$ cat config.mk
export PLATFORM = sky130hd
export DESIGN_NAME = crs_scheduler
export DESIGN_NICKNAME = d
export VERILOG_FILES = /design/src/crs_interval_timer.v /design/src/crs_scheduler.v
export VERILOG_INCLUDE_DIRS = /design/src /design/src/src
export SDC_FILE = /design/constraint.sdc
export NUM_CORES = 1
export LEC_CHECK = 0
export BUFFER_PORTS_ARGS = -buffer_cell sky130_fd_sc_hd__buf_2
export CAP_MARGIN = 20
export CORE_ASPECT_RATIO = 2
export CORE_MARGIN = 3
export CORE_UTILIZATION = 40
export DETAILED_ROUTE_END_ITERATION = 10
export PLACE_DENSITY = 0.56
export SLEW_MARGIN = 20
export SYNTH_ARGS = -nofsm -noshare
export SYNTH_HDL_FRONTEND = slang
export SYNTH_SLANG_ARGS = --single-unit
$ cat constraint.sdc
create_clock -name clk_sys -period 2.3 [get_ports clk_sys]
set_input_delay 0.115 -clock clk_sys [delete_from_list [all_inputs] [get_ports clk_sys]]
set_output_delay 0.115 -clock clk_sys [all_outputs]
set_load 0.005 [all_outputs]
$ cat src/crs_defs.vh
// Purpose: Constants for the conversion rate scheduler.
// Assumes: 200 MHz system clock.
// Notes:   Times are in microseconds; cycle counts derive from them.
`ifndef CRS_DEFS_VH
`define CRS_DEFS_VH
`define CRS_ADDR_RATE      8'h20
`define CRS_RATE_RESET     2'h2
`define CRS_RATE_LSB       0
`define CRS_RATE_MSB       1
`define CRS_CLK_MHZ        200
`define CRS_TEMP_CONV_US   7500
`define CRS_VOLT_CONV_US   1420
`define CRS_INTERVAL_US    91000
`define CRS_TEMP_CYCLES    (`CRS_TEMP_CONV_US * `CRS_CLK_MHZ)
`define CRS_VOLT_CYCLES    (`CRS_VOLT_CONV_US * `CRS_CLK_MHZ)
`define CRS_UNIT_CYCLES    (`CRS_INTERVAL_US * `CRS_CLK_MHZ)
`define CRS_TEMP_CHANNELS  3
`define CRS_VOLT_CHANNELS  5
`endif

$ cat src/crs_interval_timer.v
// Purpose: Counts scan interval time in units of the base interval.
// Assumes: Single clock domain.
// Notes:   Restarts on start; reports done once the selected multiple elapses.
`timescale 1ns/1ps
module crs_interval_timer
#(
  parameter UNIT_CYCLES = 18200000
)
(
  // Clock and reset.
  input  wire        clk_sys,
  input  wire        resetn,
  // Control.
  input  wire        start,
  input  wire [4:0]  multiple,
  // Status.
  output reg         done
);
  reg [31:0] unitCount;
  reg [4:0]  units;

  always @(posedge clk_sys or negedge resetn)
  begin
    if (!resetn)
    begin
      unitCount <= 32'h0;
      units     <= 5'h0;
      done      <= 1'b0;
    end
    else if (start)
    begin
      unitCount <= 32'h0;
      units     <= 5'h0;
      done      <= 1'b0;
    end
    else if (!done)
    begin
      if (unitCount == UNIT_CYCLES - 1)
      begin
        unitCount <= 32'h0;
        units     <= units + 5'h1;
        if (units + 5'h1 >= multiple)
          done <= 1'b1;
      end
      else
        unitCount <= unitCount + 32'h1;
    end
  end
endmodule // crs_interval_timer

$ cat src/crs_scheduler.v
// Purpose: Scan rate register and round-robin conversion scheduler.
// Assumes: Register port is a decoded single-cycle access from the bus logic.
// Notes:   Interval is measured from the start of each scan.
`timescale 1ns/1ps
`include "crs_defs.vh"
module crs_scheduler
#(
  parameter TEMP_CYCLES = `CRS_TEMP_CYCLES,
  parameter VOLT_CYCLES = `CRS_VOLT_CYCLES,
  parameter UNIT_CYCLES = `CRS_UNIT_CYCLES
)
(
  // Clock and reset.
  input  wire        clk_sys,
  input  wire        resetn,
  // Register access.
  input  wire [7:0]  regAddr,
  input  wire        regWrite,
  input  wire        regRead,
  input  wire [7:0]  regWdata,
  output reg  [7:0]  regRdata,
  // Other control register bits.
  input  wire        low_power_select,
  input  wire        attentionEnable,
  input  wire [4:0]  voltageSensorEnable,
  // Conversion status.
  output reg         convActive,
  output reg         convTemp,
  output reg  [2:0]  convChannel,
  output reg         scanStart,
  output reg         scanDone,
  output wire        attentionRequest,
  // Rate field view.
  output wire [1:0]  rateSelect
);
  // ****************************************************************
  // Register.
  // ****************************************************************
  // Scan sequencer states.
  localparam ST_IDLE = 2'h0;
  localparam ST_TEMP = 2'h1;
  localparam ST_VOLT = 2'h2;
  localparam ST_WAIT = 2'h3;

  reg [1:0]  scanRate;
  reg [1:0]  state;
  reg [31:0] convCount;
  reg        timerStart;
  wire       timerDone;

  assign rateSelect = scanRate;

  // True when the decoded access targets the scan rate register.
  function isRateAddr;
    input [7:0] addr;
    begin
      isRateAddr = (addr == `CRS_ADDR_RATE);
    end
  endfunction

  // Only the rate field is stored; the reserved bits cost no flops.
  always @(posedge clk_sys or negedge resetn)
  begin
    if (!resetn)
      scanRate <= `CRS_RATE_RESET;
    else if (regWrite && isRateAddr(regAddr))
      scanRate <= regWdata[`CRS_RATE_MSB:`CRS_RATE_LSB];
  end

  // Reads of other addresses return zero rather than stale data.
  always @(posedge clk_sys or negedge resetn)
  begin
    if (!resetn)
      regRdata <= 8'h0;
    else if (regRead)
    begin
      if (isRateAddr(regAddr))
        regRdata <= {6'h0, scanRate};
      else
        regRdata <= 8'h0;
    end
  end

  // ****************************************************************
  // Interval selection.
  // ****************************************************************
  // Returns the interval in base units; zero means continuous.
  function [4:0] intervalUnits;
    input [1:0] sel;
    input       lowPower;
    begin
      case ({lowPower, sel})
        3'h0:    intervalUnits = 5'h0;
        3'h1:    intervalUnits = 5'h1;
        3'h2:    intervalUnits = 5'h2;
        3'h3:    intervalUnits = 5'h4;
        3'h4:    intervalUnits = 5'h1;
        3'h5:    intervalUnits = 5'h4;
        3'h6:    intervalUnits = 5'h8;
        default: intervalUnits = 5'h10;
      endcase
    end
  endfunction

  // Continuous mode has no wait: the sequencer loops straight back to idle.
  wire [4:0] multiple = intervalUnits(scanRate, low_power_select);

  crs_interval_timer #(
    .UNIT_CYCLES (UNIT_CYCLES)
  ) uTimer (
    .clk_sys  (clk_sys),
    .resetn   (resetn),
    .start    (timerStart),
    .multiple (multiple),
    .done     (timerDone)
  );

  // ****************************************************************
  // Scan sequencer.
  // ****************************************************************
  // True on the last cycle of a conversion of the given length.
  function convEnd;
    input [31:0] count;
    input [31:0] length;
    begin
      convEnd = (count == length - 32'h1);
    end
  endfunction

  always @(posedge clk_sys or negedge resetn)
  begin
    if (!resetn)
    begin
      state       <= ST_IDLE;
      convCount   <= 32'h0;
      convChannel <= 3'h0;
      convActive  <= 1'b0;
      convTemp    <= 1'b0;
      scanStart   <= 1'b0;
      scanDone    <= 1'b0;
      timerStart  <= 1'b0;
    end
    else
    begin
      scanStart  <= 1'b0;
      scanDone   <= 1'b0;
      timerStart <= 1'b0;
      case (state)
        ST_IDLE:
        begin
          state       <= ST_TEMP;
          convCount   <= 32'h0;
          convChannel <= 3'h0;
          convActive  <= 1'b1;
          convTemp    <= 1'b1;
          scanStart   <= 1'b1;
          // The timer restarts with the scan so the interval counts from scan start.
          timerStart  <= 1'b1;
        end
        ST_TEMP:
        begin
          if (convEnd(convCount, TEMP_CYCLES))
          begin
            convCount <= 32'h0;
            if (convChannel == `CRS_TEMP_CHANNELS - 1)
            begin
              state       <= ST_VOLT;
              convChannel <= 3'h0;
              convTemp    <= 1'b0;
            end
            else
              convChannel <= convChannel + 3'h1;
          end
          else
            convCount <= convCount + 32'h1;
        end
        ST_VOLT:
        begin
          if (convEnd(convCount, VOLT_CYCLES))
          begin
            convCount <= 32'h0;
            if (convChannel == `CRS_VOLT_CHANNELS - 1)
            begin
              state       <= ST_WAIT;
              convChannel <= 3'h0;
              convActive  <= 1'b0;
              scanDone    <= 1'b1;
            end
            else
              convChannel <= convChannel + 3'h1;
          end
          else
            convCount <= convCount + 32'h1;
        end
        ST_WAIT:
        begin
          // The multiple is read live, so a rate change reshapes the current wait.
          if (multiple == 5'h0 || timerDone)
            state <= ST_IDLE;
        end
        default:
          state <= ST_IDLE;
      endcase
    end
  end

  // ****************************************************************
  // Attention request.
  // ****************************************************************
  // One request per completed scan with attentionEnable and any voltage sensor enabled keeps the master in step with the scan rate.
  assign attentionRequest = scanDone && attentionEnable && (|voltageSensorEnable);
endmodule // crs_scheduler

# Word-level counts from Yosys, hierarchy flattened
# Cells that the tools add are included.
# classes
eq_ne	21
n_addsub	4
div	0
n_bitwise	0
mul	0
muxes	36
shift	0
magnitude_cmp	1
n_reduce_logical	19
# op_table
cell	count
$mux 32	5
$pmux 32 s3	1
$add 32x1->32 const B	2
$eq 32x19->1 const B	1
$eq 32x21->1 const B	1
$eq 32x25->1 const B	1
$pmux 5 s5	1
$mux 5	3
$eq 3x3->1 const B	4
$mux 1	12
$mux 2	6
$mux 3	4
$ne 2x2->1 const B	6
$eq 3x2->1 const B	3
$pmux 3 s3	1
$reduce_and 3->1	3
$eq 8x6->1 const B	1
$pmux 2 s4	1
$reduce_bool 2->1	3
$add 5x1->5 const B	1
$ge 5x5->1	1
$logic_not 5->1	1
$reduce_and 5->1	1
$reduce_or 5->1	1
other kinds (12)	17
# word_totals
ramBits	0
elab_cells	93
romBits	0
in_bits	27
output_inout_bits	18
register_bits	89
memories	0
latchBits	0

# Longest topological paths before layout
# depth
word_depth	8
depth_mapped	10
mapped_depth_nobuf	9

# Modules after synthesis
# A second synthesis with hierarchy kept.
# unflattened
hier_cells	550
area_unflattened_um2	4944.7
# by_module_without_submodules
mod	n_inst	cells_per_inst	seq_area_each_um2	area_each_um2
crs_scheduler	1	316	1127.3	2788.9
crs_interval_timer	1	234	950.9	2155.8

# Worst setup path before layout
# OpenSTA, ideal clock, no wires.
# synth_timing
kind	register to register
from	reg convCount[11]
to	reg state[1]
required_time_ns	2.175
arrival_time_ns	2.008
stages_incl_launch_ff	7
synth_period_minus_slack_ns	2.134
path_buffers	0
path_slack_ns	0.166
setup_time_ns	0.125
cell_sequence	dfrtp_1 > or4b_4 > nor4_4 > nand3_2 > a22o_1 > nand3b_4 > mux2_4
# synth_between
elab_chain_cells	3
word_cells_on_any_way	5
cone_classes	eq/ne: 4; reduce/logical: 1
# synth_lines
element	line_no	rtl
from (decl)	crs_scheduler.v:47	reg [31:0] convCount;
from (signal assigned)	crs_scheduler.v:175	convCount <= convCount + 32'h1;
from (signal assigned)	crs_scheduler.v:193	convCount <= convCount + 32'h1;
$eq 32x21->1 / $eq 32x19->1 (equally long branches)	crs_scheduler.v:126	convEnd = (count == length - 32'h1);
$ne 2x2->1 (no source line)	-	
$reduce_and 5->1 (no source line) *	-	
to (signal assigned)	crs_scheduler.v:134	state <= ST_IDLE;
to (signal assigned)	crs_scheduler.v:151	state <= ST_TEMP;
to (signal assigned)	crs_scheduler.v:167	state <= ST_VOLT;
to (decl)	crs_scheduler.v:46	reg [1:0] state;
# Every way passes the cells marked *; elsewhere a longest branch is shown, timed or not.
# A chain may end at the register's enable or synchronous reset.

# Worst setup path in the final report
# layout_timing
from	reg convCount[0]
to	reg state[1]
# The elaborated chain is that of the path after synthesis.

==> results.json <==
{
  "status": "complete, no violations",
  "power_uw": 2850,
  "cp-end-kind": "flop",
  "ioPinCount": 45,
  "cts_max_path_buffers": 2,
  "drt_iter0_drc": 135,
  "synth_adder_area_share": 0.0393,
  "die_width_um": 83.3,
  "cts-root-buf": "clkbuf_16",
  "worst_slew_pin_slew_ps": 678,
  "crit_required_ps": 2520,
  "diodes": 0,
  "synthCells": 519,
  "rsz0062_at_grt": "true",
  "clkLatencyLatePin_ps": 340,
  "final_nets": 611,
  "power.leakage_uw": 0.00265,
  "grt_max_degree": 50,
  "vias": 3957,
  "htree_levels": 3,
  "dieArea_um2": 13400,
  "synth_compound_area_frac": 0.122,
  "layout.cells.non_filler": 716,
  "setup_ws_ps": 89.9,
  "critical_path_class": "reg2reg",
  "stdcell_area_um2": 5570,
  "hold_viol_final": 0,
  "first_global_vias": 4132,
  "cts_sinks": 83,
  "portBuffers": 32,
  "cts_tree": "done",
  "dpl_cell_area_um2": 5240,
  "ys_seq_area_frac": 0.435,
  "die_h_um": 161,
  "hold_class": "in2reg",
  "peakVddDrop_v": 0.000360,
  "first_pass_iters": 4,
  "critPathArrivalTime_ps": 2430,
  "grt_overflow_total": 0,
  "wl_per_cell_um": 16.1,
  "p_per_area_nw_per_um2": 512,
  "synth_edf_count": 0,
  "start_util": 0.416,
  "ant_nets": 0,
  "finalSetupViolations": 0,
  "clkSlewWorstSetupHoldPaths_ps": 60,
  "slew_violations": 0,
  "relSlewSlack": 0.548,
  "synth_seq_cells": 83,
  "synth_area_um2": 4780,
  "antenna_found_initial": 0,
  "timing.fmax_mhz": 452,
  "vias_per_cell": 5.53,
  "post-route-period-util": 0.961,
  "num_rows": 55,
  "cts-buffers-inserted": 9,
  "finish.utilization": 0.485,
  "synth_mux_area_frac": 0.0186,
  "synthFlopType": "dfrtp_1",
  "grt_pass1_wl_um": 19700,
  "place.gp.congestion": 0.838,
  "crit_fanout": 5,
  "grt_usage": 0.181,
  "synth.distinct_cells": 60,
  "maxCapViolations": 0,
  "fillers": 1104,
  "fin_crit_ps": 2210,
  "drive_gt1_frac": 0.174,
  "drcViolationCount": 0,
  "synth_xor_xnor_area_share": 0.0697,
  "yosys.area_share.simple": 0.271,
  "ys_warn_count": 0,
  "start_kind": "flop",
  "wirelength_um": 11500,
  "dpl.cell_count": 694,
  "fin_skew_ps": 9.03,
  "dp_hpwl_um": 8480,
  "core-area_um2": 11500,
  "syn_to_final_growth_pct": 16.7,
  "synth_top_family_by_area": "simple AND/OR/NAND/NOR gates",
  "pre_cts_ws_ps": 15.7,
  "async_reset_ff_frac": 1.00,
  "syn_avg_cell_area_um2": 9.20
}
## synthesized netlist by cell type, types with 3 or more instances
library cell / n / area share
dfrtp_1: 82 / 0.43
nor4b_1: 5 / 0.0092
inv_1: 15 / 0.012
nor4_1: 8 / 0.010
and4_1: 7 / 0.013
mux2i_1: 4 / 0.0084
o21ai_1: 4 / 0.0042
nor3_1: 9 / 0.0094
nand3_1: 31 / 0.032
o22ai_1: 3 / 0.0039
nand2_1: 46 / 0.036
a31oi_1: 19 / 0.025
mux2_2: 3 / 0.0071
ha_1: 15 / 0.039
buf_4: 6 / 0.0094
nand2b_1: 9 / 0.012
xnor2_1: 18 / 0.033
xor2_1: 20 / 0.037
a21oi_1: 23 / 0.024
and2_1: 4 / 0.0052
a21o_1: 5 / 0.0079
nand4_1: 18 / 0.024
nand3b_1: 3 / 0.0047
a41oi_1: 5 / 0.0092
nor2_1: 62 / 0.049
buf_2: 8 / 0.0084
clkbuf_1: 15 / 0.012
nand4b_1: 3 / 0.0055
and3_1: 16 / 0.021
a22o_1: 9 / 0.017
o21ai_0: 9 / 0.0094
## stage by stage
step           hold slack, ps  setup TNS [ps]
3_5_place_dp              201               0
4_1_cts                  13.3               0
3_3_place_gp              197               0
5_1_grt                  8.93           -16.4
6_report                 14.4               0
2_1_floorplan            -181               0
## routing by layer
layer	vias to the layer above	global-route usage	wire, um
met2	44	0.350	6640
met1	1942	0.186	4330
met5	-	0	0
met4	0	0.0848	314
met3	24	0.0252	217
li1	1947	-	-
## repair_timing
action,4_1_cts,5_1_grt
resized for setup,0,7
hold buffers,2,0
setup buffers,0,4
endpoints found under the hold margin,47,0
setup endpoints to repair,0,26
## flip-flops by register name, summed over array words and instances (netlist names)
signal,count
uTimer.done,1
state,2
scanDone,1
rateSelect,2
convCount,32
timerStart,1
convChannel,3
regRdata,2
uTimer.unitCount,32
uTimer.units,5
convActive,1
convTemp,1
## area by class of cell
class | instances | area, um2 | share of cell area
clock inverters | 5 | 30.0 | 0.00539
inverters | 16 | 60.1 | 0.0108
multi-input cells | 395 | 2540 | 0.455
well taps | 142 | 178 | 0.0319
flip-flops and latches | 83 | 2080 | 0.373
clock buffers | 11 | 233 | 0.0418
repair buffers | 64 | 458 | 0.0822
## final timing paths
path / startpoint / end / slack [ps] / cells after the start
min in group asynchronous: resetn / uTimer.unitCount[19] / 350 / 2
max in group asynchronous: resetn / uTimer.unitCount[8] / 1300 / 3
min: regWdata[0] / rateSelect[0] / 10 / 2
min reg2reg: convCount[29] / convCount[29] / 530 / 1
max reg2reg: convCount[0] / state[1] / 90 / 7
max: convCount[0] / state[1] / 90 / 7
## critical path, stage by stage (launching register included)
cell,delay (ps)
dfrtp_1,390
ha_2,230
and4_1,280
and4_2,310
nand3_2,120
a22o_4,300
nand3b_4,170
mux2_4,300
## cells in the final DEF, fill, tap and decap left out, drive strengths merged, types with 3 or more instances in the layout
cell type	n
buf	62
o22ai	3
a21oi	23
a31oi	19
and2	5
and4	7
nor4b	5
conb	6
nand2b	10
nor2	62
mux2i	4
o21ai	13
nor4	11
inv	15
a21o	5
xor2	20
a22o	9
clkbuf	11
nand3b	4
and3	16
nand3	32
nand2	46
ha	15
nand4b	3
xnor2	18
clkinv	4
nor3	10
nand4	18
a41oi	5
dfrtp	82
mux2	4
## kinds of logic after synthesis
kind of cell	count (synthesis)
XOR/XNOR	38
AO/OA/AOI/OAI	88
other	1
adder cells (fa/ha/maj)	15
flip-flops	83
AND/OR/NAND/NOR	240
multiplexers	8
buffers and inverters	46
## where the power goes
group          leakage, uW  switching, uW  internal [uW]  total (uW)
Sequential         0.00113          0.662           1460        1460
Clock             0.000125            583            727        1310
Combinational      0.00139           50.5           29.6        80.1
Note: power is estimated with default switching activity, not from simulation.
